==> config.mk <==
export PLATFORM = sky130hd
export DESIGN_NAME = wdr_watchdog
export DESIGN_NICKNAME = d
export VERILOG_FILES = /design/src/wdr_pkg.sv /design/src/wdr_cnt_if.sv /design/src/wdr_counter.sv /design/src/wdr_watchdog.sv
export SDC_FILE = /design/constraint.sdc
export NUM_CORES = 1
export LEC_CHECK = 0
export ABC_AREA = 1
export BUFFER_PORTS_ARGS = -buffer_cell sky130_fd_sc_hd__buf_2
export CAP_MARGIN = 20
export CORE_ASPECT_RATIO = 1.75
export CORE_UTILIZATION = 39
export CTS_CLUSTER_SIZE = 28
export DETAILED_ROUTE_END_ITERATION = 12
export GPL_ROUTABILITY_DRIVEN = 1
export PLACE_DENSITY = 0.55
export SYNTH_ARGS = -nofsm -noshare
export SYNTH_HDL_FRONTEND = slang
export SYNTH_SLANG_ARGS = --single-unit
==> constraint.sdc <==
create_clock -name pclk -period 1.95 [get_ports pclk]
set_clock_uncertainty 0.1 [all_clocks]
set_input_delay 0.0975 -clock pclk [delete_from_list [all_inputs] [get_ports pclk]]
set_output_delay 0.0975 -clock pclk [all_outputs]
set_load 0.03 [all_outputs]
==> src/wdr_pkg.sv <==
// Constants, register map and types shared by the watchdog and its counter.
// Assumes a 125 MHz pclk; counts are in CPU clock periods of pclk.
package wdr_pkg;
	// ********************************************************************
	// Register map: printed offsets are word indices, byte address is 4x.
	// ********************************************************************
	localparam logic [15:0] IDX_CTRL = 16'hffae;
	localparam logic [15:0] IDX_CMD = 16'hffb0;
	localparam logic [15:0] IDX_IRQ_STAT = 16'hffb1;
	localparam logic [15:0] IDX_IRQ_CLR = 16'hffb2;
	localparam logic [15:0] IDX_IRQ_EN = 16'hffb3;
	localparam logic [15:0] IDX_CFG = 16'hffb4;
	localparam logic [15:0] IDX_COUNT = 16'hffb5;
	localparam logic [17:0] ADDR_CTRL = {IDX_CTRL, 2'b00};
	localparam logic [17:0] ADDR_CMD = {IDX_CMD, 2'b00};
	localparam logic [17:0] ADDR_IRQ_STAT = {IDX_IRQ_STAT, 2'b00};
	localparam logic [17:0] ADDR_IRQ_CLR = {IDX_IRQ_CLR, 2'b00};
	localparam logic [17:0] ADDR_IRQ_EN = {IDX_IRQ_EN, 2'b00};
	localparam logic [17:0] ADDR_CFG = {IDX_CFG, 2'b00};
	localparam logic [17:0] ADDR_COUNT = {IDX_COUNT, 2'b00};
	// ********************************************************************
	// Fields and reset values.
	// ********************************************************************
	localparam int F_SEL = 0;
	localparam int F_FLAGS_LO = 1;
	localparam int F_RELOAD_LO = 8;
	localparam int C_SRV = 0;
	localparam int C_END_OF_INIT_INSTR = 1;
	localparam int C_SOFT_RESET_INSTR = 2;
	localparam int C_DIS = 3;
	// Flag vector order is {poweron, long, short, software, timeout}.
	localparam logic [4:0] FLAG_TIMEOUT = 5'h01;
	localparam logic [4:0] PAT_POWERON = 5'h1e;
	localparam logic [4:0] PAT_LONG = 5'h0e;
	localparam logic [4:0] PAT_SHORT = 5'h06;
	localparam logic [4:0] PAT_SOFT = 5'h02;
	localparam logic [4:0] PAT_WDOG = 5'h03;
	localparam logic [7:0] RELOAD_RST = 8'h00;
	localparam int IRQ_OVF = 0;
	localparam int IRQ_PIN = 1;
	localparam int IRQ_DONE = 2;
	// ********************************************************************
	// Timing, counted in TCL (half a CPU clock) and converted to cycles.
	// ********************************************************************
	localparam int TCL_PER_CYCLE = 2;
	localparam int DETECT_TCL = 4;
	localparam int SEQ_TCL = 1024;
	localparam int LONG_TCL = 1040;
	localparam logic [9:0] DETECT_CYCLES = 10'(DETECT_TCL / TCL_PER_CYCLE);
	localparam logic [9:0] SEQ_CYCLES = 10'(SEQ_TCL / TCL_PER_CYCLE);
	localparam logic [9:0] LONG_CYCLES = 10'(LONG_TCL / TCL_PER_CYCLE);
	localparam logic [9:0] SETTLE_CYCLES = 10'h003;
	localparam logic [6:0] PRE_SLOW_LAST = 7'h7f;
	// ********************************************************************
	// Types.
	// ********************************************************************
	typedef enum logic [2:0] {
		ST_RUN = 3'b001,
		ST_SEQ = 3'b010,
		ST_EXT = 3'b100
	} wdr_state_type;
	typedef enum logic [1:0] {
		SRC_PIN = 2'h0,
		SRC_SOFT = 2'h1,
		SRC_WDOG = 2'h2
	} wdr_src_type;
endpackage

==> src/wdr_cnt_if.sv <==
// Bundle between the watchdog control logic and its counter.
// Assumes both ends run on the same pclk.
`timescale 1ns/1ps
interface wdr_cnt_if;
	logic run;
	logic sel128;
	logic service;
	logic restart;
	logic [7:0] reload;
	logic overflow;
	logic [15:0] count;
	modport ctl (output run, output sel128, output service, output restart, output reload,
		input overflow, input count);
	modport cnt (input run, input sel128, input service, input restart, input reload,
		output overflow, output count);
endinterface

==> src/wdr_counter.sv <==
// Prescaler and 16-bit up counter of the watchdog.
// Assumes control inputs come from logic on pclk.
`timescale 1ns/1ps
module wdr_counter import wdr_pkg::*; (
	input wire logic pclk,
	input wire logic presetn,
	wdr_cnt_if.cnt bus
);
	logic [6:0] pre_ff;
	logic [15:0] cnt_ff;
	logic ovf_ff;
	wire tick = bus.run & (bus.sel128 ? (pre_ff == PRE_SLOW_LAST) : pre_ff[0]);
	wire wrap = tick & (cnt_ff == 16'hffff) & ~bus.restart & ~bus.service;

	assign bus.overflow = ovf_ff;
	assign bus.count = cnt_ff;

	always_ff @(posedge pclk or negedge presetn) begin
		if (!presetn) begin
			pre_ff <= 7'h00;
			cnt_ff <= 16'h0000;
			ovf_ff <= 1'b0;
		end else begin
			ovf_ff <= wrap;
			if (bus.restart) begin
				pre_ff <= 7'h00;
				cnt_ff <= 16'h0000;
			end else if (bus.service) begin
				pre_ff <= 7'h00;
				cnt_ff <= {bus.reload, 8'h00};
			end else if (bus.run) begin
				pre_ff <= pre_ff + 7'h01;
				if (tick) begin
					cnt_ff <= cnt_ff + 16'h0001;
				end
			end
		end
	end

	counter_up_a: assert property (@(posedge pclk) disable iff (!presetn)
		$changed(cnt_ff) && !$past(bus.service) && !$past(bus.restart)
		|-> cnt_ff == 16'($past(cnt_ff) + 16'h0001))
		else $error("watchdog counter did not step by one");
endmodule

==> src/wdr_watchdog.sv <==
// Watchdog with reset sequencer and reset-source flags, APB slave.
// Assumes APB master on pclk; reset_in_n is an asynchronous open-drain pin.
`timescale 1ns/1ps
module wdr_watchdog import wdr_pkg::*; (
	input wire logic pclk,
	input wire logic presetn,
	input wire logic psel,
	input wire logic penable,
	input wire logic pwrite,
	input wire logic [17:0] paddr,
	input wire logic [31:0] pwdata,
	output logic [31:0] prdata,
	output logic pready,
	output logic pslverr,
	input wire logic reset_in_n,
	output logic reset_in_pull_o,
	output logic reset_in_pull_oe,
	output logic reset_out_n,
	output logic hw_reset,
	output logic irq
);
	// ********************************************************************
	// State.
	// ********************************************************************
	wdr_state_type state_ff, nxt_state;
	wdr_src_type src_ff;
	logic [9:0] seq_cnt_ff, low_cnt_ff;
	logic rin_meta_ff, rin_sync_ff;
	logic [4:0] flags_ff, nxt_flags;
	logic [7:0] reload_ff;
	logic sel_ff, run_ff, init_done_ff, bidir_ff, bidir_seq_ff, esc_ff;
	logic [2:0] irq_stat_ff, irq_en_ff, nxt_irq_stat;
	logic [31:0] prdata_ff;
	logic pready_ff, pslverr_ff, pull_o_ff, pull_oe_ff, reset_out_n_ff, hw_reset_ff, irq_ff;
	wdr_cnt_if cnt_bus ();

	// ********************************************************************
	// APB decode.
	// ********************************************************************
	wire setup = psel & ~penable;
	wire wr = psel & penable & pready_ff & pwrite;
	wire hit_ctrl = paddr == ADDR_CTRL;
	wire hit_cmd = paddr == ADDR_CMD;
	wire hit_stat = paddr == ADDR_IRQ_STAT;
	wire hit_clr = paddr == ADDR_IRQ_CLR;
	wire hit_en = paddr == ADDR_IRQ_EN;
	wire hit_cfg = paddr == ADDR_CFG;
	wire hit_cnt = paddr == ADDR_COUNT;
	wire mapped = hit_ctrl | hit_cmd | hit_stat | hit_clr | hit_en | hit_cfg | hit_cnt;
	wire in_run = state_ff == ST_RUN;
	wire in_seq = state_ff == ST_SEQ;
	wire in_ext = state_ff == ST_EXT;
	// Commands are dropped while the sequencer holds the chip in reset.
	wire wr_ctrl = wr & hit_ctrl & in_run;
	wire wr_cmd = wr & hit_cmd & in_run;
	wire srv_do = wr_cmd & pwdata[C_SRV];
	wire end_of_init_instr_do = wr_cmd & pwdata[C_END_OF_INIT_INSTR] & ~init_done_ff;
	wire soft_reset_instr_do = wr_cmd & pwdata[C_SOFT_RESET_INSTR];
	wire dis_do = wr_cmd & pwdata[C_DIS] & ~init_done_ff;
	wire [2:0] clr_mask = (wr & hit_clr) ? pwdata[2:0] : 3'h0;
	wire [31:0] rd_ctrl = {16'h0000, reload_ff, 2'b00, flags_ff, sel_ff};
	wire [31:0] rd_mux = hit_ctrl ? rd_ctrl :
		hit_stat ? {29'h0, irq_stat_ff} :
		hit_en ? {29'h0, irq_en_ff} :
		hit_cfg ? {31'h0, bidir_ff} :
		hit_cnt ? {16'h0000, cnt_bus.count} : 32'h0000_0000;

	// ********************************************************************
	// Reset sources and sequencer.
	// ********************************************************************
	wire pin_low = ~rin_sync_ff;
	wire pin_hit = in_run & pin_low & (low_cnt_ff == DETECT_CYCLES - 10'h001);
	wire ovf_hit = in_run & cnt_bus.overflow;
	wire start = pin_hit | ovf_hit | (in_run & soft_reset_instr_do);
	wire seq_end = in_seq & (seq_cnt_ff == SEQ_CYCLES - 10'h001);
	wire settled = in_ext & (seq_cnt_ff >= SETTLE_CYCLES);
	wire esc_now = settled & pin_low & bidir_seq_ff;
	wire fin = settled & ~pin_low;
	// Our own pull-down must not be mistaken for a long external pulse.
	wire low_count_en = pin_low & ~pull_oe_ff & (low_cnt_ff < LONG_CYCLES);
	wire [4:0] pin_pat = (low_cnt_ff >= LONG_CYCLES) ? PAT_LONG : PAT_SHORT;
	wire [4:0] fin_pat = esc_ff ? PAT_LONG :
		(src_ff == SRC_PIN) ? pin_pat :
		(src_ff == SRC_WDOG) ? PAT_WDOG : PAT_SOFT;
	wire hw_kind = esc_ff | (src_ff == SRC_PIN);

	always_comb begin
		nxt_state = state_ff;
		unique case (state_ff)
			ST_RUN: begin
				if (start) begin
					nxt_state = ST_SEQ;
				end
			end
			ST_SEQ: begin
				if (seq_end) begin
					nxt_state = ST_EXT;
				end
			end
			ST_EXT: begin
				if (fin) begin
					nxt_state = ST_RUN;
				end
			end
			default: nxt_state = ST_RUN;
		endcase
	end

	// Flags change only on a finished sequence, end of init or a service.
	always_comb begin
		nxt_flags = flags_ff;
		if (fin) begin
			nxt_flags = (hw_kind ? (flags_ff & ~FLAG_TIMEOUT) : flags_ff) | fin_pat;
		end else if (end_of_init_instr_do) begin
			nxt_flags = 5'h00;
		end else if (srv_do) begin
			nxt_flags = flags_ff & ~FLAG_TIMEOUT;
		end
	end

	always_comb begin
		nxt_irq_stat = irq_stat_ff & ~clr_mask;
		nxt_irq_stat[IRQ_OVF] = nxt_irq_stat[IRQ_OVF] | ovf_hit;
		nxt_irq_stat[IRQ_PIN] = nxt_irq_stat[IRQ_PIN] | pin_hit;
		nxt_irq_stat[IRQ_DONE] = nxt_irq_stat[IRQ_DONE] | fin;
	end

	always_ff @(posedge pclk or negedge presetn) begin
		if (!presetn) begin
			rin_meta_ff <= 1'b1;
			rin_sync_ff <= 1'b1;
		end else begin
			rin_meta_ff <= reset_in_n;
			rin_sync_ff <= rin_meta_ff;
		end
	end

	always_ff @(posedge pclk or negedge presetn) begin
		if (!presetn) begin
			state_ff <= ST_RUN;
			src_ff <= SRC_PIN;
			seq_cnt_ff <= 10'h000;
			esc_ff <= 1'b0;
			bidir_seq_ff <= 1'b0;
		end else begin
			state_ff <= nxt_state;
			if (start) begin
				src_ff <= pin_hit ? SRC_PIN : (ovf_hit ? SRC_WDOG : SRC_SOFT);
				bidir_seq_ff <= bidir_ff;
				esc_ff <= 1'b0;
			end else if (esc_now) begin
				esc_ff <= 1'b1;
			end
			if (start | seq_end) begin
				seq_cnt_ff <= 10'h000;
			end else if (in_seq | (in_ext & ~settled)) begin
				seq_cnt_ff <= seq_cnt_ff + 10'h001;
			end
		end
	end

	always_ff @(posedge pclk or negedge presetn) begin
		if (!presetn) begin
			low_cnt_ff <= 10'h000;
		end else if ((in_run & ~pin_low) | (start & ~pin_hit)) begin
			low_cnt_ff <= 10'h000;
		end else if (low_count_en) begin
			low_cnt_ff <= low_cnt_ff + 10'h001;
		end
	end

	// ********************************************************************
	// Control register and watchdog enable.
	// ********************************************************************
	always_ff @(posedge pclk or negedge presetn) begin
		if (!presetn) begin
			flags_ff <= PAT_POWERON;
			reload_ff <= RELOAD_RST;
			sel_ff <= 1'b0;
			run_ff <= 1'b1;
			init_done_ff <= 1'b0;
			bidir_ff <= 1'b0;
		end else begin
			flags_ff <= nxt_flags;
			if (start) begin
				reload_ff <= RELOAD_RST;
				sel_ff <= 1'b0;
				run_ff <= 1'b1;
				init_done_ff <= 1'b0;
				bidir_ff <= 1'b0;
			end else begin
				if (wr_ctrl) begin
					reload_ff <= pwdata[F_RELOAD_LO +: 8];
					sel_ff <= pwdata[F_SEL];
				end
				if (dis_do) begin
					run_ff <= 1'b0;
				end
				if (end_of_init_instr_do) begin
					init_done_ff <= 1'b1;
				end
				if (wr & hit_cfg & in_run) begin
					bidir_ff <= pwdata[0];
				end
			end
		end
	end

	assign cnt_bus.run = run_ff;
	assign cnt_bus.sel128 = sel_ff;
	assign cnt_bus.service = srv_do;
	assign cnt_bus.restart = ~in_run;
	assign cnt_bus.reload = reload_ff;

	wdr_counter u_counter (
		.pclk(pclk),
		.presetn(presetn),
		.bus(cnt_bus)
	);

	// ********************************************************************
	// Bus answer, pins and interrupt.
	// ********************************************************************
	// No wait state: prdata and pslverr are registered in the setup cycle and come straight from flip-flops.
	always_ff @(posedge pclk or negedge presetn) begin
		if (!presetn) begin
			pready_ff <= 1'b0;
			pslverr_ff <= 1'b0;
			prdata_ff <= 32'h0000_0000;
		end else begin
			pready_ff <= setup;
			pslverr_ff <= setup & ~mapped;
			if (setup) begin
				prdata_ff <= (pwrite | ~mapped) ? 32'h0000_0000 : rd_mux;
			end
		end
	end

	always_ff @(posedge pclk or negedge presetn) begin
		if (!presetn) begin
			pull_o_ff <= 1'b0;
			pull_oe_ff <= 1'b0;
			reset_out_n_ff <= 1'b0;
			hw_reset_ff <= 1'b1;
			irq_stat_ff <= 3'h0;
			irq_en_ff <= 3'h0;
			irq_ff <= 1'b0;
		end else begin
			pull_o_ff <= 1'b0;
			pull_oe_ff <= (nxt_state == ST_SEQ) & (start ? bidir_ff : bidir_seq_ff);
			reset_out_n_ff <= nxt_state == ST_RUN;
			hw_reset_ff <= nxt_state != ST_RUN;
			irq_stat_ff <= nxt_irq_stat;
			if (wr & hit_en) begin
				irq_en_ff <= pwdata[2:0];
			end
			irq_ff <= |(irq_stat_ff & irq_en_ff);
		end
	end

	assign prdata = prdata_ff;
	assign pready = pready_ff;
	assign pslverr = pslverr_ff;
	assign reset_in_pull_o = pull_o_ff;
	assign reset_in_pull_oe = pull_oe_ff;
	assign reset_out_n = reset_out_n_ff;
	assign hw_reset = hw_reset_ff;
	assign irq = irq_ff;

	// ********************************************************************
	// Checks.
	// ********************************************************************
	logic [23:0] age_ff, exp_ff;
	logic age_ok_ff;
	logic [9:0] low_len_ff;
	always_ff @(posedge pclk or negedge presetn) begin
		if (!presetn) begin
			low_len_ff <= 10'h000;
		end else if (in_run) begin
			low_len_ff <= 10'h000;
		end else if (low_len_ff != 10'h3ff) begin
			low_len_ff <= low_len_ff + 10'h001;
		end
	end
	always_ff @(posedge pclk or negedge presetn) begin
		if (!presetn) begin
			age_ff <= 24'h000000;
			exp_ff <= 24'h000000;
			age_ok_ff <= 1'b0;
		end else if (srv_do) begin
			age_ff <= 24'h000000;
			exp_ff <= (sel_ff ? 24'h008000 : 24'h000200) * {16'h0000, 8'(8'hff - reload_ff)}
				+ (sel_ff ? 24'h008000 : 24'h000200);
			age_ok_ff <= run_ff;
		end else begin
			age_ff <= age_ff + 24'h000001;
			if (wr_ctrl | ~run_ff | ~in_run) begin
				age_ok_ff <= 1'b0;
			end
		end
	end

	run_after_rst_a: assert property (@(posedge pclk) disable iff (!presetn)
		$rose(reset_out_n) |-> run_ff && !init_done_ff)
		else $error("watchdog not running after reset sequence");
	disable_late_a: assert property (@(posedge pclk) disable iff (!presetn)
		init_done_ff && run_ff && !start |=> run_ff)
		else $error("watchdog disabled after end of init");
	ovf_reset_a: assert property (@(posedge pclk) disable iff (!presetn)
		ovf_hit |=> !reset_out_n && hw_reset ##1 !reset_out_n[*8])
		else $error("overflow did not drive reset");
	timeout_len_a: assert property (@(posedge pclk) disable iff (!presetn)
		cnt_bus.overflow && age_ok_ff |-> age_ff == exp_ff)
		else $error("watchdog timeout length wrong");
	wdt_flag_a: assert property (@(posedge pclk) disable iff (!presetn)
		fin && src_ff == SRC_WDOG && !esc_ff |=> flags_ff[0] && flags_ff[1])
		else $error("watchdog reset flags not set");
	srv_clear_a: assert property (@(posedge pclk) disable iff (!presetn)
		srv_do && !fin |=> !flags_ff[0] && cnt_bus.count[7:0] == 8'h00)
		else $error("service did not clear timeout flag");
	end_of_init_instr_clear_a: assert property (@(posedge pclk) disable iff (!presetn)
		end_of_init_instr_do && !fin |=> flags_ff == 5'h00)
		else $error("end of init left flags set");
	flags_guard_a: assert property (@(posedge pclk) disable iff (!presetn)
		$changed(flags_ff) |-> $past(fin) || $past(end_of_init_instr_do) || $past(srv_do))
		else $error("reset flags changed without cause");
	escalate_a: assert property (@(posedge pclk) disable iff (!presetn)
		fin && esc_ff |=> flags_ff[3:1] == 3'h7)
		else $error("escalated reset not reported long");
	pin_flag_a: assert property (@(posedge pclk) disable iff (!presetn)
		fin && src_ff == SRC_PIN |=> flags_ff[2] && flags_ff[1] && !flags_ff[0])
		else $error("pin reset flags wrong");
	seq_len_a: assert property (@(posedge pclk) disable iff (!presetn)
		$rose(in_run) |-> reset_out_n && low_len_ff >= SEQ_CYCLES + SETTLE_CYCLES + 10'h001)
		else $error("reset sequence too short");

	cov_ovf_c: cover property (@(posedge pclk) disable iff (!presetn) ovf_hit);
	cov_esc_c: cover property (@(posedge pclk) disable iff (!presetn) fin && esc_ff);
	cov_end_of_init_instr_c: cover property (@(posedge pclk) disable iff (!presetn) end_of_init_instr_do);
	cov_soft_c: cover property (@(posedge pclk) disable iff (!presetn) fin && src_ff == SRC_SOFT);
endmodule

-- After elaboration in Yosys (flattened, before gate mapping)
Cells that the tools add are included.
- input port bits: 56
- register bits: 114
- word-level logic and storage cells: 178
- eq/ne operators: 20
- magnitude comparators: 3
- reduce and logical (&&, ||, !) cells: 12
- add/subtract/negate cells: 4
- bitwise logic cells: 66
- muxes and demuxes: 46
- operators with widths (operator ; number):
    16-bit two-way mux ; 10
    18-bit == test, second input constant ; 7
    10-bit two-way mux ; 4
    1-bit AND ; 38
    7-bit two-way mux ; 3
    10-bit by 1-bit adder with 10-bit output, second input constant ; 2
    16-bit by 1-bit adder with 16-bit output, second input constant ; 1
    16-bit == test, second input constant ; 1
    8-bit two-way mux ; 2
    1-bit OR ; 16
    2-bit nonzero test ; 8
    1-bit two-way mux ; 15
    3-bit two-way mux ; 4
    4-bit two-way mux ; 3
    10-bit by 1-bit == test with 1-bit output, second input constant ; 1
    10-bit by 9-bit == test with 1-bit output, second input constant ; 1
    10-bit greater-or-equal comparator, second input constant ; 1
    10-bit by 2-bit greater-or-equal comparator with 1-bit output, second input constant ; 1
    10-bit < comparator, second input constant ; 1
    5-bit two-way mux ; 2
    3-bit one-hot mux with 3 select lines ; 1
    1-bit NOT ; 8
    7-bit by 1-bit adder with 7-bit output, second input constant ; 1
    7-bit == test, second input constant ; 1
    14 further kinds ; 19

-- Longest topological paths before layout
- word-level depth: 12
- mapped depth: 13
- depth with buffers taken out: 13

-- Modules after synthesis
Synthesis repeated with hierarchy kept, for this count alone.
- cell total of the unflattened synthesis: 713
- area total of the unflattened synthesis: 5550.3 um2
- modules (own cells, without submodules) (module ; area an instance (um2) ; cells each ; sequential area each (um2) ; instances):
    wdr_watchdog ; 4008.8 ; 496 ; 1863.0 ; 1
    wdr_counter ; 1541.5 ; 217 ; 600.6 ; 1

-- Worst setup path before layout
No wires, ideal clock.
- kind: reg-to-reg
- start point: reg state_ff[0]
- end point: reg low_cnt_ff[6]
- required time: 1719 ps
- setup time: 131 ps
- stages on the path, launching flop included: 8
- arrival: 1539 ps
- slack: 179 ps
- buffers on the path: 0
- path through: dfstp_2 > nand3_4 > nor3_1 > nor2_1 > nand2_4 > nand2_4 > o21ai_4 > nor2_2
- cells in the longest elaborated chain, start to end: 8
- ends and longest elaborated chain (item ; line ; RTL):
    start: declaration ; wdr_watchdog.sv:25 ; wdr_state_type state_ff, nxt_state;
    start signal: assignment ; wdr_watchdog.sv:146 ; state_ff <= nxt_state;
    3-bit by 1-bit == test with 1-bit output (*) ; wdr_watchdog.sv:50 ; wire in_run = state_ff == ST_RUN;
    1-bit AND, on equally long branches ; wdr_watchdog.sv:72, wdr_watchdog.sv:55 ;
    1-bit AND, on equally long branches ; wdr_watchdog.sv:72, wdr_watchdog.sv:58 ;
    1-bit OR / 1-bit AND (equally long branches) ; wdr_watchdog.sv:74 ; wire start = pin_hit | ovf_hit | (in_run & soft_reset_instr_do);
    1-bit OR ; wdr_watchdog.sv:74 ;
    1-bit AND ; wdr_watchdog.sv:165 ; end else if ((in_run & ~pin_low) | (start & ~pin_hit)) begin
    1-bit OR (*) ; wdr_watchdog.sv:165 ;
    10-bit two-way mux / 2-bit nonzero test (equally long branches) ; n/a ;
    end signal: assignment ; wdr_watchdog.sv:168 ; low_cnt_ff <= low_cnt_ff + 10'h001;
    end: declaration ; wdr_watchdog.sv:27 ; logic [9:0] seq_cnt_ff, low_cnt_ff;
Every way passes the cells marked *; elsewhere a longest branch is shown, timed or not.
A chain may end at the register's enable or synchronous reset.

-- Final worst setup path
- start point: reg u_counter.pre_ff[1]
- end point: reg u_counter.cnt_ff[12] (netlist: u_counter.bus.count[12])
- cells in the longest elaborated chain, start to end: 5
- ends and longest elaborated chain (item ; line ; RTL):
    start: declaration ; wdr_counter.sv:9 ; logic [6:0] pre_ff;
    start signal: assignment ; wdr_counter.sv:32 ; pre_ff <= pre_ff + 7'h01;
    7-bit == test ; wdr_counter.sv:12 ; wire tick = bus.run & (bus.sel128 ? (pre_ff == PRE_SLOW_LAST) : pre_ff[0]);
    1-bit two-way mux ; wdr_counter.sv:12 ;
    1-bit AND ; wdr_counter.sv:12 ;
    3-bit by 1-bit != test with 1-bit output (no line) ; n/a ;
    2-bit AND reduction (no line) ; n/a ;
    end signal: assignment ; wdr_counter.sv:30 ; cnt_ff <= {bus.reload, 8'h00};
    end signal: assignment ; wdr_counter.sv:34 ; cnt_ff <= cnt_ff + 16'h0001;
    end: declaration ; wdr_counter.sv:10 ; logic [15:0] cnt_ff;
No other way between the ends.

==> run summary <==
Status: complete, no violations
Clock Sink Count: 98
Leakage: 3.333 nW
# IOs: 95
Worst-path clk slew: 0.07 ns
Finished Layout Cells: 993
Reg2Reg Setup Slack: 0.03 ns
H-tree depth: 3
Max IR drop VDD: 477.8 µV
RSZ-0062 raised after global routing: yes
Dominant synthesized flop cell: dfrtp_1
DR pass1 iterations: 4
Nets: 873
CP required: 2.12 ns
Vias per inst: 4.941
Crit Path Max Fanout: 8
Cell Rows: 57
Hold Path Class: in -> reg
1st-iter DRT viols: 226
Post-synthesis sequential area ratio: 0.4476
Cell with the most instances after synthesis: nand2_1
CP endpoint kind: register
Largest net degree at the start of global routing: 45
Vias in the first global route: 5078
Avg Cell Area, Syn: 7.919 µm²
Mapped Area: 5504 µm²
Critical path class: reg -> reg
Synth unique cells: 45
Port Buffer Count: 57
Die Span Y: 159.2 µm
Max Clk Rate: 0.5200 GHz
Placed Instances: 948
Initial antenna violation count: 0
Worst-Skew Late Latency: 0.36 ns
Antenna Cells: 0
Max Root-Sink Buffers: 2
Post-synth EDFFs: 0
Ys Warns: 0
Max_cap viols: 0
Min cycle time layout: 1.923 ns
Final period utilization: 0.9863
Congestion Overflow GR: 0
Layout cell share with drive strength beyond 1: 0.2451
Antenna viol nets, final: 0
Commonest cells post-synth: nand2_1, inv_1, dfrtp_1
Std-Cell Core Area: 13840 µm²
Routed wire length: 14690 µm
Worst slew pin tran: 0.6129 ns
Largest area contributor in the netlist: dfrtp_1
Gp weighted congestion: 0.9184
DP HPWL: 11060 µm
Initial core utilization: 0.3978
Mean routed wirelength per cell: 14.79 µm
CP arrival: 2.09 ns
Synthesized flop and latch total: 98
Post-DP Area: 6157 µm²
Die area: 14610 µm²
Fin Hold WS: 0.1217 ns
Synth Instances: 695
Synth async-reset ratio: 1.000
Setup TNS: 0 ns
Dominant cells by area after synthesis: dfrtp_1, nand2_1, inv_1
CTS tree: done
Final hold vios: 0
Fin area: 6858 µm²
Slew Viols, Final: 0
CTS root buf: clkbuf_16
Startpoint types: register
First-pass GRT wire length: 23710 µm
Pwr Density: 604.2 nW/µm²
Via count: 4906
Num CTS Buffers: 9
P&R area growth vs syn: 24.60%
Gr usage total: 0.2091
Final setup viols: 0
Width of the chip: 91.80 µm
Drt drc: 0
Share of the synthesized area in the top cell type: 0.4046
Worst slew margin: 0.5914
## timing repair
action / in CTS / in global routing
setup buffers: 0 / 10
endpoints found under the setup margin: 5 / 48
hold buffers: 16 / 0
resized for setup: 2 / 38
endpoints found under the hold margin: 47 / 0
pin swaps: 1 / 20
cloned: 0 / 3
## critical path, stage by stage (launching register included)
cell and delay [ns]:
dfrtp_1 0.37, ha_2 0.20, nand3_2 0.09, nor3_2 0.19, nand2_1 0.07, nand2_1 0.07, nand3_2 0.08, buf_6 0.15
a21oi_4 0.28, nand3_1 0.11, o21ai_1 0.10
## sequential cells by signal, indices dropped and copies added, names as in the netlist, 2 cells and up
register and cells:
state_ff 3, flags_ff 5, seq_cnt_ff 10, cnt_bus.reload 8
irq_stat_ff 3, low_cnt_ff 10, u_counter.pre_ff 7, src_ff 2
u_counter.bus.count 16, prdata 16, irq_en_ff 3
## cell families (layout without fill, tap and decap cells)
| logic type | count (synthesis) | in the layout | share of synthesized area |
|---|---|---|---|
| flops | 98 | 98 | 0.4476 |
| xor+xnor | 25 | 25 | 0.03978 |
| fa+ha+maj | 6 | 6 | 0.01364 |
| other cells | 1 | 17 | 0.0006813 |
| compound gates | 76 | 76 | 0.08025 |
| buf+inv | 131 | 234 | 0.1039 |
| simple gates | 358 | 360 | 0.3142 |
## per-layer routing
| metal | track usage | up-vias | share of wire |
|---|---|---|---|
| met5 | 0 | - | 0 |
| met4 | 0.1335 | 0 | 0.050 |
| met3 | 0.02674 | 38 | 0.022 |
| met2 | 0.4019 | 88 | 0.56 |
| met1 | 0.2044 | 2357 | 0.36 |
| li1 | - | 2423 | - |
## where the power goes
group / leakage [nW] / switching [mW] / internal, mW
combinational: 1.90 / 0.147 / 0.0677
sequential: 1.28 / 0.00256 / 2.04
clock: 0.154 / 0.867 / 1.02
total: 3.33 / 1.02 / 3.13
## metrics by stage
stage,power (mW),setup WS (ns),util
floorplan,2.186,0.1793,-
global placement,2.269,0.04218,0.4450
detailed placement,2.273,-0.01370,0.4450
CTS,4.166,0.008880,0.4795
global route,4.259,-0.09396,0.4957
finish,4.143,0.02676,0.4957
## cells in the final DEF (no fill, tap or decap), types with 2 or more instances in the layout
| cell type | Yosys | layout |
|---|---|---|
| nand3_2 | 5 | 11 |
| xnor2_1 | 3 | 3 |
| buf_4 | 18 | 38 |
| a21oi_1 | 24 | 23 |
| nand3_1 | 60 | 54 |
| o22ai_1 | 12 | 12 |
| nor2_1 | 47 | 41 |
| inv_1 | 98 | 98 |
| clkinv_4 | 0 | 2 |
| nand3_4 | 2 | 2 |
| nor3_4 | 2 | 3 |
| nor3_1 | 17 | 14 |
| ha_2 | 0 | 3 |
| clkbuf_16 | 0 | 9 |
| nor2_2 | 13 | 16 |
| or2_2 | 4 | 4 |
| conb_1 | 1 | 17 |
| buf_2 | 2 | 56 |
| nand2_1 | 168 | 163 |
| buf_12 | 0 | 3 |
| xor2_1 | 22 | 22 |
| inv_8 | 0 | 2 |
| a21oi_4 | 1 | 2 |
| nand4_1 | 19 | 19 |
| inv_2 | 4 | 4 |
| nand3b_1 | 5 | 5 |
| dfstp_2 | 9 | 9 |
| nor3_2 | 1 | 3 |
| dfrtp_1 | 89 | 88 |
| a21oi_2 | 2 | 2 |
| nor2_4 | 6 | 10 |
| dlygate4sd3_1 | 0 | 16 |
| o21ai_0 | 28 | 23 |
| ha_1 | 6 | 3 |
| o21ai_1 | 2 | 7 |
| nand2_4 | 3 | 4 |
| nand2_2 | 4 | 9 |
## layout make-up
| type | instances | area [µm²] |
|---|---|---|
| clock buffer | 9 | 225.2 |
| timing repair buffer | 114 | 797.0 |
| sequential | 98 | 2465 |
| inverter | 104 | 392.9 |
| fill | 1395 | 6978 |
| tap | 177 | 221.5 |
| clock inverter | 7 | 83.83 |
| multi-input combinational | 484 | 2673 |
## worst paths after layout
kind,cells past startpoint,end,startpoint
worst max-delay path,10,u_counter.bus.count[12],u_counter.pre_ff[1]
worst min-delay path,5,bidir_ff,paddr[4]
worst max register to register,10,u_counter.bus.count[12],u_counter.pre_ff[1]
worst min register to register,0,rin_sync_ff,rin_meta_ff
max in group asynchronous,3,u_counter.bus.count[9],presetn
min in group asynchronous,2,irq,presetn
(Power assumes the default switching activity.)
